$ cat src/hw/eps_defines.vh
`ifndef EPS_DEFINES_VH
`define EPS_DEFINES_VH

// ----------------------------------------
// bus geometry
// ----------------------------------------
`define EPS_ADDR_W 4
`define EPS_DATA_W 16
`define EPS_ZERO16 16'h0000

// ----------------------------------------
// register offsets
// ----------------------------------------
`define EPS_REG_STATUS 4'h0
`define EPS_REG_CTRL 4'h1
`define EPS_REG_EVT 4'h2
`define EPS_REG_MASK 4'h3

// ----------------------------------------
// status word bit positions
// ----------------------------------------
`define EPS_B_LINK 0
`define EPS_B_SPEED 1
`define EPS_B_DUPLEX 3
`define EPS_B_ANEG 4
`define EPS_B_BOOTP_VLD 8
`define EPS_B_DHCP_VLD 9
`define EPS_B_BOOTP_SEL 10
`define EPS_B_DHCP_SEL 11
`define EPS_B_ADV100FD 12
`define EPS_B_ADV100HD 13
`define EPS_B_ADV10FD 14
`define EPS_STATUS_RST 16'h0000

// ----------------------------------------
// control register bit positions
// ----------------------------------------
`define EPS_C_ANEG 0
`define EPS_C_BOOTP 1
`define EPS_C_DHCP 2
`define EPS_C_ADV100FD 3
`define EPS_C_ADV100HD 4
`define EPS_C_ADV10FD 5
`define EPS_CTRL_W 6
`define EPS_CTRL_RST 6'h00

// ----------------------------------------
// event bit positions
// ----------------------------------------
`define EPS_E_LINK 0
`define EPS_E_SPEED 1
`define EPS_E_DUPLEX 2
`define EPS_E_BOOTP 3
`define EPS_E_DHCP 4
`define EPS_EVT_W 5
`define EPS_EVT_RST 5'h00

`endif

$ cat src/hw/eps_sync.v
`timescale 1ns/1ps
module eps_sync (
  // clock and reset
  input wire ref_clk,
  input wire rst_n,
  // asynchronous level in, clean level out
  input wire din,
  output reg dout_q
);

  reg s1_q;
  reg s2_q;
  reg s3_q;

  // a change only counts once two later stages agree
  always @(posedge ref_clk) begin
    if (!rst_n) begin
      s1_q <= 1'b0;
      s2_q <= 1'b0;
      s3_q <= 1'b0;
      dout_q <= 1'b0;
    end else begin
      s1_q <= din;
      s2_q <= s1_q;
      s3_q <= s2_q;
      if (s2_q == s3_q) begin
        dout_q <= s3_q;
      end
    end
  end

endmodule

$ cat src/hw/eps_irq.v
`timescale 1ns/1ps
`include "eps_defines.vh"
module eps_irq (
  // clock and reset
  input wire ref_clk,
  input wire rst_n,
  // event pulses
  input wire [`EPS_EVT_W-1:0] evt_set,
  // software access
  input wire evt_clr_wr,
  input wire mask_wr,
  input wire [`EPS_EVT_W-1:0] wr_bits,
  // state
  output reg [`EPS_EVT_W-1:0] evt_q,
  output reg [`EPS_EVT_W-1:0] mask_q,
  output wire irq
);

  wire [`EPS_EVT_W-1:0] clr = evt_clr_wr ? wr_bits : `EPS_EVT_RST;
  // set beats a same-cycle clear so no event is lost
  wire [`EPS_EVT_W-1:0] evt_d = (evt_q & ~clr) | evt_set;

  always @(posedge ref_clk) begin
    if (!rst_n) begin
      evt_q <= `EPS_EVT_RST;
      mask_q <= `EPS_EVT_RST;
    end else begin
      evt_q <= evt_d;
      if (mask_wr) begin
        mask_q <= wr_bits;
      end
    end
  end

  assign irq = |(evt_q & mask_q);

endmodule

$ cat src/hw/eps_status.v
`timescale 1ns/1ps
`include "eps_defines.vh"
module eps_status (
  // clock and reset
  input wire ref_clk,
  input wire rst_n,
  // register port
  input wire [`EPS_ADDR_W-1:0] reg_addr,
  input wire [`EPS_DATA_W-1:0] reg_wdata,
  input wire reg_wr,
  input wire reg_rd,
  output reg [`EPS_DATA_W-1:0] reg_rdata_q,
  // phy link indications, asynchronous
  input wire phy_link_up,
  input wire phy_speed_100,
  input wire phy_full_duplex,
  // address acquisition logic, same clock
  input wire bootp_resp_ok,
  input wire dhcp_resp_ok,
  // configuration towards mac, phy and acquisition logic
  output wire aneg_en,
  output wire bootp_sel,
  output wire dhcp_sel,
  output wire adv_100fd,
  output wire adv_100hd,
  output wire adv_10fd,
  // status
  output reg [`EPS_DATA_W-1:0] status_word_q,
  output wire net_params_valid,
  output wire irq
);

  // ----------------------------------------
  // helpers
  // ----------------------------------------
  function hit;
    input [`EPS_ADDR_W-1:0] addr;
    input [`EPS_ADDR_W-1:0] offset;
    begin
      hit = (addr == offset);
    end
  endfunction

  function changed;
    input cur;
    input prev;
    begin
      changed = cur ^ prev;
    end
  endfunction

  function rose;
    input cur;
    input prev;
    begin
      rose = cur & ~prev;
    end
  endfunction

  // ----------------------------------------
  // declarations
  // ----------------------------------------
  wire link_s;
  wire speed_s;
  wire duplex_s;
  reg [`EPS_CTRL_W-1:0] ctrl_q;
  reg [`EPS_CTRL_W-1:0] ctrl_d;
  reg bootp_vld_q;
  reg bootp_vld_d;
  reg dhcp_vld_q;
  reg dhcp_vld_d;
  reg link_prev_q;
  reg speed_prev_q;
  reg duplex_prev_q;
  reg bootp_vld_prev_q;
  reg dhcp_vld_prev_q;
  reg [`EPS_DATA_W-1:0] status_d;
  reg [`EPS_DATA_W-1:0] rdata_d;
  reg [`EPS_EVT_W-1:0] evt_set;
  wire [`EPS_EVT_W-1:0] evt_q;
  wire [`EPS_EVT_W-1:0] mask_q;
  wire wr_ctrl;
  wire wr_evt;
  wire wr_mask;
  wire [`EPS_CTRL_W-1:0] ctrl_wr_bits;
  wire both_methods;

  // ----------------------------------------
  // pin synchronisers
  // ----------------------------------------
  eps_sync u_sync_link (
    .ref_clk(ref_clk),
    .rst_n(rst_n),
    .din(phy_link_up),
    .dout_q(link_s)
  );

  eps_sync u_sync_speed (
    .ref_clk(ref_clk),
    .rst_n(rst_n),
    .din(phy_speed_100),
    .dout_q(speed_s)
  );

  eps_sync u_sync_duplex (
    .ref_clk(ref_clk),
    .rst_n(rst_n),
    .din(phy_full_duplex),
    .dout_q(duplex_s)
  );

  // ----------------------------------------
  // write decode
  // ----------------------------------------
  // no write path reaches the status word, so it stays read-only
  assign wr_ctrl = reg_wr & hit(reg_addr, `EPS_REG_CTRL);
  assign wr_evt = reg_wr & hit(reg_addr, `EPS_REG_EVT);
  assign wr_mask = reg_wr & hit(reg_addr, `EPS_REG_MASK);
  assign ctrl_wr_bits = reg_wdata[`EPS_CTRL_W-1:0];
  assign both_methods = ctrl_wr_bits[`EPS_C_BOOTP] & ctrl_wr_bits[`EPS_C_DHCP];

  // ----------------------------------------
  // control register
  // ----------------------------------------
  // only one address method at a time; a write asking for
  // both keeps the old method bits and takes the rest
  always @* begin
    ctrl_d = ctrl_q;
    if (wr_ctrl) begin
      ctrl_d = ctrl_wr_bits;
      if (both_methods) begin
        ctrl_d[`EPS_C_BOOTP] = ctrl_q[`EPS_C_BOOTP];
        ctrl_d[`EPS_C_DHCP] = ctrl_q[`EPS_C_DHCP];
      end
    end
  end

  always @(posedge ref_clk) begin
    if (!rst_n) begin
      ctrl_q <= `EPS_CTRL_RST;
    end else begin
      ctrl_q <= ctrl_d;
    end
  end

  assign aneg_en = ctrl_q[`EPS_C_ANEG];
  assign bootp_sel = ctrl_q[`EPS_C_BOOTP];
  assign dhcp_sel = ctrl_q[`EPS_C_DHCP];
  assign adv_100fd = ctrl_q[`EPS_C_ADV100FD];
  assign adv_100hd = ctrl_q[`EPS_C_ADV100HD];
  assign adv_10fd = ctrl_q[`EPS_C_ADV10FD];

  // ----------------------------------------
  // address acquisition valid flags
  // ----------------------------------------
  // a flag only lives while its method is selected, so a stale
  // answer can never vouch for a newly chosen method
  always @* begin
    bootp_vld_d = bootp_vld_q;
    if (!bootp_sel) begin
      bootp_vld_d = 1'b0;
    end else if (bootp_resp_ok) begin
      bootp_vld_d = 1'b1;
    end
  end

  always @* begin
    dhcp_vld_d = dhcp_vld_q;
    if (!dhcp_sel) begin
      dhcp_vld_d = 1'b0;
    end else if (dhcp_resp_ok) begin
      dhcp_vld_d = 1'b1;
    end
  end

  always @(posedge ref_clk) begin
    if (!rst_n) begin
      bootp_vld_q <= 1'b0;
      dhcp_vld_q <= 1'b0;
    end else begin
      bootp_vld_q <= bootp_vld_d;
      dhcp_vld_q <= dhcp_vld_d;
    end
  end

  // static addressing counts as valid at once
  assign net_params_valid = ~(bootp_sel & ~bootp_vld_q)
                          & ~(dhcp_sel & ~dhcp_vld_q);

  // ----------------------------------------
  // status fields
  // ----------------------------------------
  wire fld_link;
  wire fld_speed;
  wire fld_duplex;
  wire fld_aneg;
  wire fld_bootp_vld;
  wire fld_dhcp_vld;
  wire fld_bootp_sel;
  wire fld_dhcp_sel;
  wire fld_adv_100fd;
  wire fld_adv_100hd;
  wire fld_adv_10fd;

  assign fld_link = link_s;
  assign fld_speed = speed_s;
  assign fld_duplex = duplex_s;
  assign fld_aneg = aneg_en;
  assign fld_bootp_vld = bootp_vld_q;
  assign fld_dhcp_vld = dhcp_vld_q;
  assign fld_bootp_sel = bootp_sel;
  assign fld_dhcp_sel = dhcp_sel;
  // offers show in the status word only while negotiating and read zero there otherwise; adv_* outputs and the control view are not gated
  assign fld_adv_100fd = aneg_en & adv_100fd;
  assign fld_adv_100hd = aneg_en & adv_100hd;
  assign fld_adv_10fd = aneg_en & adv_10fd;

  // ----------------------------------------
  // status word
  // ----------------------------------------
  always @* begin
    status_d = `EPS_STATUS_RST;
    status_d[`EPS_B_LINK] = fld_link;
    status_d[`EPS_B_SPEED] = fld_speed;
    status_d[`EPS_B_DUPLEX] = fld_duplex;
    status_d[`EPS_B_ANEG] = fld_aneg;
    status_d[`EPS_B_BOOTP_VLD] = fld_bootp_vld;
    status_d[`EPS_B_DHCP_VLD] = fld_dhcp_vld;
    status_d[`EPS_B_BOOTP_SEL] = fld_bootp_sel;
    status_d[`EPS_B_DHCP_SEL] = fld_dhcp_sel;
    status_d[`EPS_B_ADV100FD] = fld_adv_100fd;
    status_d[`EPS_B_ADV100HD] = fld_adv_100hd;
    status_d[`EPS_B_ADV10FD] = fld_adv_10fd;
  end

  // fed only from port state, never from the write port
  always @(posedge ref_clk) begin
    if (!rst_n) begin
      status_word_q <= `EPS_STATUS_RST;
    end else begin
      status_word_q <= status_d;
    end
  end

  // ----------------------------------------
  // events
  // ----------------------------------------
  always @(posedge ref_clk) begin
    if (!rst_n) begin
      link_prev_q <= 1'b0;
      speed_prev_q <= 1'b0;
      duplex_prev_q <= 1'b0;
      bootp_vld_prev_q <= 1'b0;
      dhcp_vld_prev_q <= 1'b0;
    end else begin
      link_prev_q <= link_s;
      speed_prev_q <= speed_s;
      duplex_prev_q <= duplex_s;
      bootp_vld_prev_q <= bootp_vld_q;
      dhcp_vld_prev_q <= dhcp_vld_q;
    end
  end

  always @* begin
    evt_set = `EPS_EVT_RST;
    evt_set[`EPS_E_LINK] = changed(link_s, link_prev_q);
    evt_set[`EPS_E_SPEED] = changed(speed_s, speed_prev_q);
    evt_set[`EPS_E_DUPLEX] = changed(duplex_s, duplex_prev_q);
    evt_set[`EPS_E_BOOTP] = rose(bootp_vld_q, bootp_vld_prev_q);
    evt_set[`EPS_E_DHCP] = rose(dhcp_vld_q, dhcp_vld_prev_q);
  end

  eps_irq u_irq (
    .ref_clk(ref_clk),
    .rst_n(rst_n),
    .evt_set(evt_set),
    .evt_clr_wr(wr_evt),
    .mask_wr(wr_mask),
    .wr_bits(reg_wdata[`EPS_EVT_W-1:0]),
    .evt_q(evt_q),
    .mask_q(mask_q),
    .irq(irq)
  );

  // ----------------------------------------
  // read views
  // ----------------------------------------
  // unused upper bits read zero
  wire [`EPS_DATA_W-1:0] ctrl_view;
  wire [`EPS_DATA_W-1:0] evt_view;
  wire [`EPS_DATA_W-1:0] mask_view;

  assign ctrl_view = {{(`EPS_DATA_W-`EPS_CTRL_W){1'b0}}, ctrl_q};
  assign evt_view = {{(`EPS_DATA_W-`EPS_EVT_W){1'b0}}, evt_q};
  assign mask_view = {{(`EPS_DATA_W-`EPS_EVT_W){1'b0}}, mask_q};

  // ----------------------------------------
  // read port
  // ----------------------------------------
  always @* begin
    rdata_d = `EPS_ZERO16;
    if (reg_rd) begin
      case (reg_addr)
        `EPS_REG_STATUS: begin
          rdata_d = status_word_q;
        end
        `EPS_REG_CTRL: begin
          rdata_d = ctrl_view;
        end
        `EPS_REG_EVT: begin
          rdata_d = evt_view;
        end
        `EPS_REG_MASK: begin
          rdata_d = mask_view;
        end
        default: begin
          rdata_d = `EPS_ZERO16;
        end
      endcase
    end
  end

  // data stands only in the cycle after the read strobe
  always @(posedge ref_clk) begin
    if (!rst_n) begin
      reg_rdata_q <= `EPS_ZERO16;
    end else begin
      reg_rdata_q <= rdata_d;
    end
  end

endmodule

$ cat config.mk
export PLATFORM = sky130hd
export DESIGN_NAME = eps_status
export DESIGN_NICKNAME = d
export VERILOG_FILES = /design/src/hw/eps_sync.v /design/src/hw/eps_irq.v /design/src/hw/eps_status.v
export VERILOG_INCLUDE_DIRS = /design/src /design/src/hw
export SDC_FILE = /design/constraint.sdc
export NUM_CORES = 1
export LEC_CHECK = 0
export BUFFER_PORTS_ARGS = -buffer_cell sky130_fd_sc_hd__buf_4
export CORE_MARGIN = 5
export CORE_UTILIZATION = 44
export CTS_BUF_LIST = sky130_fd_sc_hd__clkbuf_4 sky130_fd_sc_hd__clkbuf_8 sky130_fd_sc_hd__clkbuf_16
export DETAILED_ROUTE_END_ITERATION = 6
export PLACE_DENSITY = 0.8
export SLEW_MARGIN = 20
export SYNTH_ARGS = -nofsm -noshare
export SYNTH_HDL_FRONTEND = slang
export SYNTH_HIERARCHICAL = 1
export SYNTH_SLANG_ARGS = --single-unit
$ cat constraint.sdc
create_clock -name ref_clk -period 1.8 [get_ports ref_clk]
set_input_delay 0.54 -clock ref_clk [delete_from_list [all_inputs] [get_ports ref_clk]]
set_output_delay 0.54 -clock ref_clk [all_outputs]
set_load 0.05 [all_outputs]
Word-level counts from Yosys, hierarchy flattened
Index checks and enable logic that the tools add are counted.
Operators by class
  add/subtract/negate cells: 0
  multiply operators: 0
  div/mod/pow operators: 0
  order comparisons: 0
  eq/ne operators: 6
  shift-type cells: 0
  multiplexer cells: 2
  bitwise logic cells: 26
  reduce and logical (&&, ||, !) cells: 6
Operator list (count)
  $pmux W16 S4: 1
  $and A1 B1 Y1: 12
  $and A5 B5 Y5: 2
  $eq A4 B2 Y1 const B: 2
  $reduce_and A2 Y1: 4
  $not A1 Y1: 7
  $mux W5: 1
  $not A5 Y5: 1
  $or A5 B5 Y5: 1
  $reduce_or A5 Y1: 1
  $eq A4 B1 Y1 const B: 1
  $logic_not A4 Y1: 1
  $eq A1 B1 Y1: 3
  $xor A1 B1 Y1: 3
Word-level totals
  flip-flop bits (word level): 67
  latch bits: 0
  RAM bits: 0
  bits in read-only memories: 0
  logic and storage cells: 66
  memories: 0

Longest topological paths before layout
Gate-level depths: netlist of run 1.
  word-level depth: 6
  mapped depth: 5
  depth with buffers taken out: 4

By module
Netlist of run 1, hierarchy kept.
By module, submodules not included
  eps_status: instances 1, cells each 123, area each 1278.7 µm²
  eps_irq: instances 1, cells each 35, area each 390.4 µm²
  eps_sync: instances 3, cells each 10, area each 116.4 µm²

Worst setup path before layout of run 1
No wires, ideal clock.
  path type: register -> output
  from: register ctrl_q[1]
  to: output net_params_valid
  arrival: 1395 ps
  setup slack: -135 ps
  cell stages (with the launch flop): 2
  path buffers: 0
  cell sequence: dfxtp_1 -> a22oi_1
On the way
  word-level cells in the longest chain between the ends: 3
RTL lines
  start: declaration: line eps_status.v:66  | reg [`EPS_CTRL_W-1:0] ctrl_q;
  start signal: assignment: line eps_status.v:140  | ctrl_q <= `EPS_CTRL_RST;
  start signal: assignment: line eps_status.v:142  | ctrl_q <= ctrl_d;
  $and A1 B1 Y1: line eps_status.v:187  | assign net_params_valid = ~(bootp_sel & ~bootp_vld_q)
  $not A1 Y1: line eps_status.v:187
  $and A1 B1 Y1: line eps_status.v:188  | & ~(dhcp_sel & ~dhcp_vld_q);
  end: declaration: line eps_status.v:29  | output wire net_params_valid,
Every way passes these cells.

Worst setup path in the final report of run 1
  from: register u_irq.mask_q[0]
  to: output irq
On the way
  word-level cells in the longest chain between the ends: 2
RTL lines
  start: declaration: line eps_irq.v:15  | output reg [`EPS_EVT_W-1:0] mask_q,
  start signal: assignment: line eps_irq.v:26  | mask_q <= `EPS_EVT_RST;
  start signal: assignment: line eps_irq.v:30  | mask_q <= wr_bits;
  $and A5 B5 Y5: line eps_irq.v:35  | assign irq = |(evt_q & mask_q);
  $reduce_or A5 Y1: line eps_irq.v:35
  end: declaration: line eps_status.v:30  | output wire irq
Every way passes these cells.

==> Flow_metrics.wiki, run 1 <==
{| class="wikitable"
! Metric !! Value
|-
| Main combinational cell family by area after synthesis || simple AND/OR/NAND/NOR gates
|-
| Standard-cell rows || 24
|-
| Net switching power of the design || approximately 0.49 mW
|-
| Critical-path maximum fanout || 2
|-
| Number of cells in the design after placement || between 200 and 300
|-
| Combinational share of power || 7.4%
|-
| Proportion of synthesized area in mux cells || 8.99%
|-
| Max stage delay on crit path || 0.36 ns
|-
| Die Outline Area || roughly 6000 um^2
|-
| Final hold violation count || 0
|-
| Final global-route overflow total || 0
|-
| Result of the run || complete, but fails checks
|-
| Number of synthesized flops with an enable pin || 0
|-
| Vias in the first global route || about 1,400
|-
| Cell count after synthesis || 188
|-
| Total number of H-tree levels || 2
|-
| Unrepaired setup endpoints after global routing || yes
|-
| Violated checks || setup timing
|-
| Data arrival time of the critical path || approximately 1.3 ns
|-
| Total count of max-transition violations in the final report || 0
|-
| Insertion delay of the later-clocked pin in the worst-skew pair || a little over 0.3 ns
|-
| DRC marker count from the first detailed-route iteration || a little under 100
|-
| Final RePlAce weighted congestion || between 0.7 and 0.8
|-
| Depth of the worst hold-timing path || 2
|-
| Synth top area cells || dfxtp_1, mux2i_1, and2_1, buf_4, o21a_1
|-
| Clock sink total || 54
|-
| Final worst slack || -0.0163 ns
|-
| Count of endpoints failing setup in the final report || 1
|-
| Primary flip-flop cell chosen by synthesis mapping || dfxtp_1
|-
| Post-synth cell types || 34
|-
| Clock skew || just over 0.005 ns
|-
| Switching share of power || 23.9%
|-
| Simple-gate area share of the yosys netlist || between 10% and 20%
|-
| Tot GR Track Use || between 10% and 20%
|-
| Share of the clock period used by the worst path after layout || 101%
|-
| Fraction of layout instances using a drive strength above 1 || a little under a third
|-
| Maximum achievable frequency || between 0.5 and 0.6 GHz
|-
| Synth Area in Compound Gates || roughly a tenth
|-
| Synthesized-area fraction occupied by xor and xnor cells || 1.30%
|-
| Pwr per Cell Area || 815 nW/um^2
|-
| Critical Path, Cell by Cell || a222oi_1, nand2_1, buf_6
|-
| Pre-antenna DRT Iters || 4
|-
| Total of max-cap violations || 0
|-
| Mapped Avg Cell Area || 10.7 um^2
|-
| Critical Path Source Type || flop
|-
| Total chip power || roughly 2 mW
|-
| Master of the slowest instance on the critical path || a222oi_1
|-
| Number of DRC violations after detailed routing || 0
|-
| Maximum VDD drop || 0.559 mV
|-
| Top cell type by total area after synthesis || dfxtp_1
|-
| Min cycle time layout || roughly 1.8 ns
|-
| Register-to-Register Setup Slack || just under 0.9 ns
|-
| Ports placed on the boundary || just under 70
|-
| Clock transition at path regs || 0.09 ns
|-
| # fillers || ~390
|-
| Layout Cell Area excl Fill || ~2500 um^2
|-
| Category of the worst setup path capture point || output pin
|-
| Design internal power || around 1.6 mW
|-
| P_leak || 1.16 nW
|-
| Die height || 77.7 um
|-
| Routed wire length || 3890 um
|-
| Core area || 4410 um^2
|-
| Proportion of synthesized chip area in sequential cells || a little over half
|-
| Initial antenna violation count || 0
|-
| Clock buffer depth || 2
|-
| Detailed Place HPWL || ~3000 um
|-
| Number of synthesized register bits || 54
|-
| Part of the total power dissipated in sequential elements || roughly three fifths
|-
| Area added between synthesis and finish || 24.9%
|-
| Path type of the worst min-delay path || primary input to flop
|-
| X dimension of the die || 77.7 um
|-
| Clk pwr share || between 30% and 40%
|-
| Worst Reg-to-Reg Cells || 4
|-
| Data required time at the worst endpoint || about 1.3 ns
|-
| Placed inst area || roughly 2400 um^2
|-
| Netlist Area Pre-Place || between 2000 and 2500 um^2
|-
| Vias || around 1,400
|-
| Maximum number of pins on one net before global-route repair || 43
|-
| Number of warnings printed during yosys synthesis || 6
|-
| Most frequent cell after synthesis || dfxtp_1
|-
| TritonCTS clock tree || done
|-
| Async set-reset flop share out of synthesis || 0%
|-
| Worst setup path class || flop to output pin
|-
| Share of Yosys cell area claimed by the top area cell type || 53.6%
|-
| Global-route wire length before repair || roughly 6700 um
|-
| Wirelength per Cell || between 10 and 15 um
|-
| Final cell count without fillers || between 200 and 300
|-
| Number of buffers inserted by port buffering || 50
|-
| Number of nets in the layout || between 200 and 300
|-
| Starting density of the core || between 40% and 50%
|-
| Via/cell ratio || between 4 and 5
|-
| Cell chosen for the clock root || clkbuf_8
|-
| Adder and majority gate portion of the synthesized area || 0%
|-
| Number of inserted diodes || 0
|-
| ANT nets after route || 0
|-
| Number of CTS-inserted buffers || 5
|-
| Most numerous cell types in the synthesized netlist || dfxtp_1, and2_1, mux2i_1
|}
==> power groups by stage <==
stage	Combinational (mW)	Clock [mW]	Sequential, mW
floorplan	0.0993	0	1.25
global placement	0.151	0	1.24
detailed placement	0.152	0	1.24
CTS	0.153	0.714	1.21
global route	0.164	0.781	1.22
finish	0.153	0.687	1.21
==> per-stage QoR <==
stage | hold slack (ns) | setup slack (ns) | utilization (%) | TNS, ns
global placement | 0.413 | 0.0271 | 54.6 | 0
CTS | 0.415 | -0.0461 | 57.1 | -0.0461
detailed placement | 0.420 | 0.00556 | 54.6 | 0
finish | 0.426 | -0.0163 | 57.1 | -0.0163
floorplan | 0.412 | 0.0749 | - | 0
global route | 0.409 | -0.107 | 57.1 | -0.107
==> worst max-delay path, delay by kind of cell (launching register included) <==
kind,cells,cell delay [ns]
AOI/OAI and AO/OA,1,0.36
and+or+nand+nor,1,0.12
DFF,1,0.33
buffers and inverters,1,0.17
==> worst paths after layout <==
kind	startpoint	end
setup / recovery	u_irq/mask_q[0]	irq
hold / removal	phy_full_duplex	u_sync_duplex/s1_q
setup reg to reg	u_irq/mask_q[0]	reg_rdata_q[0]
hold reg to reg	u_sync_speed/s1_q	u_sync_speed/s2_q
==> layout make-up <==
| class | count | area, um^2 | share of cell area (%) |
|---|---|---|---|
| timing repair buffer | 57 | 432 | 17.1 |
| multi-input combinational | 119 | 831 | 33.0 |
| clock inverter | 2 | 17.5 | 0.695 |
| inverter | 4 | 15.0 | 0.596 |
| sequential | 54 | 1080 | 43.0 |
| tap | 52 | 65.1 | 2.58 |
| clock buffer | 6 | 76.3 | 3.03 |
==> what timing repair did <==
action / CTS / global route
hold buffers: 0 / 0
setup endpoints to repair: 1 / 1
endpoints found under the hold margin: 0 / 0
pin swaps: 2 / 0
gates resized for setup: 2 / 1
setup buffers: 1 / 0
==> per-layer routing <==
metal	up-vias	part of all wire (%)	track usage, %
met3	5	7.3	5.09
li1	720	-	-
met1	612	42	16.9
met5	-	0	0
met4	0	1.6	5.15
met2	44	49	23.1
==> cell families after synthesis <==
group / count (synthesis)
AOI/OAI and AO/OA: 28
buffers and inverters: 22
muxes: 18
xor gates and xnor gates: 3
DFF: 54
and+or+nand+nor: 62
other: 1
==> layout by cell type, fill, tap and decap left out, types with 2 or more instances in the layout <==
master,instances
o21a_1,7
and2_1,24
o22ai_1,4
mux2i_1,17
dfxtp_1,52
and3_1,4
a22oi_1,2
clkbuf_8,5
nor3b_1,2
a21boi_0,5
xor2_1,3
buf_4,56
nor2b_1,6
conb_1,8
dfxtp_2,2
a21boi_1,3
and2_2,3
nand2_1,12
inv_1,4
nor2_1,3
o21ai_1,3
==> flip-flops by register name, indices dropped and copies added (netlist names), 5 cells and up <==
name / count
u_irq/evt_q: 5
status_word_q: 11
ctrl_q: 6
reg_rdata_q: 13
u_irq/mask_q: 5
Power figures use the tool's default switching activity.
==> run 2: changes to the inputs <==
--- a/config.mk
+++ b/config.mk
@@ -7,8 +7,10 @@
 export NUM_CORES = 1
 export LEC_CHECK = 0
 export BUFFER_PORTS_ARGS = -buffer_cell sky130_fd_sc_hd__buf_4
+export CELL_PAD_IN_SITES_DETAIL_PLACEMENT = 1
+export CELL_PAD_IN_SITES_GLOBAL_PLACEMENT = 1
 export CORE_MARGIN = 5
-export CORE_UTILIZATION = 44
+export CORE_UTILIZATION = 33
 export CTS_BUF_LIST = sky130_fd_sc_hd__clkbuf_4 sky130_fd_sc_hd__clkbuf_8 sky130_fd_sc_hd__clkbuf_16
 export DETAILED_ROUTE_END_ITERATION = 6
 export PLACE_DENSITY = 0.8
==> run 2 against run 1 <==
Effect of this change: the flow still finishes with violations (setup timing); total power up 0.64%; hold slack worse by 0.00074 ns; clock skew up 0.0026 ns; highest routed layer unchanged; first-iteration DRC count down 55%; register-to-register slack worse by 0.02 ns; largest power group unchanged.
==> Flow_metrics.wiki, run 2 (synthesis results as in run 1) <==
{| class="wikitable"
! Metric !! Value
|-
| Result of the run || complete, but fails checks (unchanged)
|-
| Violated checks || setup timing (unchanged)
|-
| Total count of max-transition violations in the final report || 0 (unchanged)
|-
| Final global-route overflow total || 0 (unchanged)
|-
| Number of cells in the design after placement || 309 (was 285)
|-
| Largest registers ranked by flip-flop count || reg_rdata_q x13, status_word_q x11, ctrl_q x6 (unchanged)
|-
| Insertion delay of the later-clocked pin in the worst-skew pair || 0.31 ns (about the same)
|-
| Ports placed on the boundary || 69 (unchanged)
|-
| Worst setup path class || flop to output pin (unchanged)
|-
| X dimension of the die || 88.2 um (was 77.7 um)
|-
| Final hold violation count || 0 (unchanged)
|-
| Count of endpoints failing setup in the final report || 1 (unchanged)
|-
| Maximum achievable frequency || 0.544 GHz (was 0.551 GHz)
|-
| Critical Path Source Type || flop (unchanged)
|-
| Final RePlAce weighted congestion || 0.797 (was 0.790)
|-
| Total buffers and inverters traversed by the critical path || 1 (unchanged)
|-
| # hold bufs at CTS || 0 (unchanged)
|-
| Pwr per Cell Area || 809 nW/um^2 (was 815 nW/um^2)
|-
| Total negative slack for setup checks || -0.0381 ns (was -0.0163 ns)
|-
| Tot GR Track Use || 11.9% (was 14.1%)
|-
| Layout Cell Area excl Fill || 2550 um^2 (was 2520 um^2)
|-
| Global-route wire length before repair || 7040 um (was 6670 um)
|-
| Number of inserted diodes || 0 (unchanged)
|-
| Max stage delay on crit path || 0.37 ns (was 0.36 ns)
|-
| Maximum number of pins on one net before global-route repair || 43 (unchanged)
|-
| Standard-cell rows || 28 (was 24)
|-
| Number of nets in the layout || 271 (was 270)
|-
| Routed wire length || 4440 um (was 3890 um)
|-
| Final cell count without fillers || 318 (was 294)
|-
| Total of max-cap violations || 0 (unchanged)
|-
| Data required time at the worst endpoint || 1.26 ns (about the same)
|-
| Core area || 5920 um^2 (was 4410 um^2)
|-
| Wirelength per Cell || 14.0 um (was 13.2 um)
|-
| Number of CTS-inserted buffers || 5 (unchanged)
|-
| Vias || 1,436 (was 1,381)
|-
| Area added between synthesis and finish || 26.6% (was 24.9%)
|-
| Unrepaired setup endpoints after global routing || yes (unchanged)
|-
| DRC marker count from the first detailed-route iteration || 44 (was 97)
|-
| Met1 layer usage reported by global route || 13.3% (was 16.9%)
|-
| Maximum VDD drop || 0.337 mV (was 0.559 mV)
|-
| Total number of H-tree levels || 2 (unchanged)
|-
| Commonest non-fill, non-tap cell in the layout || buf_4 (unchanged)
|-
| GR Util met3 || 4.52% (was 5.09%)
|-
| TritonCTS clock tree || done (unchanged)
|-
| Initial antenna violation count || 0 (unchanged)
|-
| Master of the slowest instance on the critical path || a222oi_1 (unchanged)
|-
| Clock skew || 0.00775 ns (was 0.00516 ns)
|-
| Vias in the first global route || 1,537 (was 1,374)
|-
| Commonest cells after routing, fill and taps aside || buf_4, dfxtp_1, and2_1 (unchanged)
|-
| Via/cell ratio || 4.52 (was 4.70)
|-
| Most used routing layer || met2 (unchanged)
|-
| Largest register FFs || 13 (unchanged)
|-
| Clock transition at path regs || 0.10 ns (was 0.09 ns)
|-
| Number of DRC violations after detailed routing || 0 (unchanged)
|-
| Kind of cell adding the most delay to the critical path || compound AO/OA/AOI/OAI gates (unchanged)
|-
| Final worst slack || -0.0381 ns (was -0.0163 ns)
|-
| Min cycle time layout || 1.84 ns (was 1.82 ns)
|-
| Critical-path maximum fanout || 2 (unchanged)
|-
| Starting density of the core || 34.1% (was 45.7%)
|-
| Fraction of layout instances using a drive strength above 1 || 30.9% (was 30.6%)
|-
| Detailed Place HPWL || 3460 um (was 3010 um)
|-
| Cell chosen for the clock root || clkbuf_8 (unchanged)
|-
| Clock buffer depth || 2 (unchanged)
|-
| Data arrival time of the critical path || 1.30 ns (was 1.28 ns)
|-
| Top register by number of flip-flops || reg_rdata_q (unchanged)
|-
| Die height || 88.2 um (was 77.7 um)
|-
| GR met2 Demand/Resource || 21.1% (was 23.1%)
|-
| Clock sink total || 54 (unchanged)
|-
| ANT nets after route || 0 (unchanged)
|-
| Die Outline Area || 7780 um^2 (was 6040 um^2)
|-
| Number of buffers inserted by port buffering || 50 (unchanged)
|-
| Path type of the worst min-delay path || primary input to flop (unchanged)
|-
| P_leak || 1.16 nW (about the same)
|-
| Critical Path, Cell by Cell || a222oi_1, nand2_1, buf_6 (unchanged)
|-
| Share of the clock period used by the worst path after layout || 102% (was 101%)
|-
| Placed inst area || 2450 um^2 (was 2410 um^2)
|-
| Pre-antenna DRT Iters || 4 (unchanged)
|-
| Category of the worst setup path capture point || output pin (unchanged)
|}
## run 2: changes by cell type in the layout (fill, tap and decap cells not counted)
| cell | previous run | this run |
|---|---|---|
| clkinvlp_4 | 0 | 1 |
| buf_4 | 56 | 57 |
| clkinv_4 | 1 | 0 |
## run 2: final cells by class
| type | instances | area [um^2] |
|---|---|---|
| clock inverter | 2 | 16.3 |
| tap | 75 | 93.8 |
| fill | 683 | 3370 |
| inverter | 4 | 15.0 |
| timing repair buffer | 58 | 439 |
| sequential | 54 | 1080 |
| multi-input combinational | 119 | 831 |
| clock buffer | 6 | 76.3 |
## run 2: per-layer routing
metal,up-vias,part of all wire (%)
met4,0,1.4
li1,720,-
met2,41,49
met1,669,43
met5,-,0
met3,6,6.8
## run 2: metrics by stage
stage | power, mW | hold slack [ns] | worst slack [ns] | util, %
3_5_place_dp | 1.40 | 0.427 | -0.00914 | 41.4
6_report | 2.07 | 0.426 | -0.0381 | 43.2
2_1_floorplan | 1.35 | 0.412 | 0.0749 | -
4_1_cts | 2.09 | 0.421 | -0.0621 | 43.1
3_3_place_gp | 1.39 | 0.414 | 0.0161 | 41.4
5_1_grt | 2.15 | 0.414 | -0.102 | 43.2
## run 2: timing repair
item / CTS / global route
buffers inserted: 1 / 0
pin swaps: 2 / 0
endpoints found under the setup margin: 1 / 1
resized for setup: 2 / 1
## run 2: power by group
group	switching (mW)	internal, mW
clock network	0.402	0.295
registers	0.00783	1.21
logic	0.0961	0.0591
## run 2: worst paths after layout
kind,endpoint,depth (start not counted),slack [ns],startpoint
setup / recovery,irq,3,-0.04,u_irq/mask_q[0]
hold / removal,u_sync_duplex/s1_q,2,0.43,phy_full_duplex
setup reg to reg,reg_rdata_q[0],4,0.85,u_irq/mask_q[0]
hold reg to reg,u_sync_link/s2_q,1,0.44,u_sync_link/s1_q
## run 2: worst register-to-register path, stage by stage (launching register included)
cell and delay, ns:
dfxtp_2 0.33, buf_4 0.13, mux2i_1 0.14, o22ai_1 0.10, and2_1 0.16
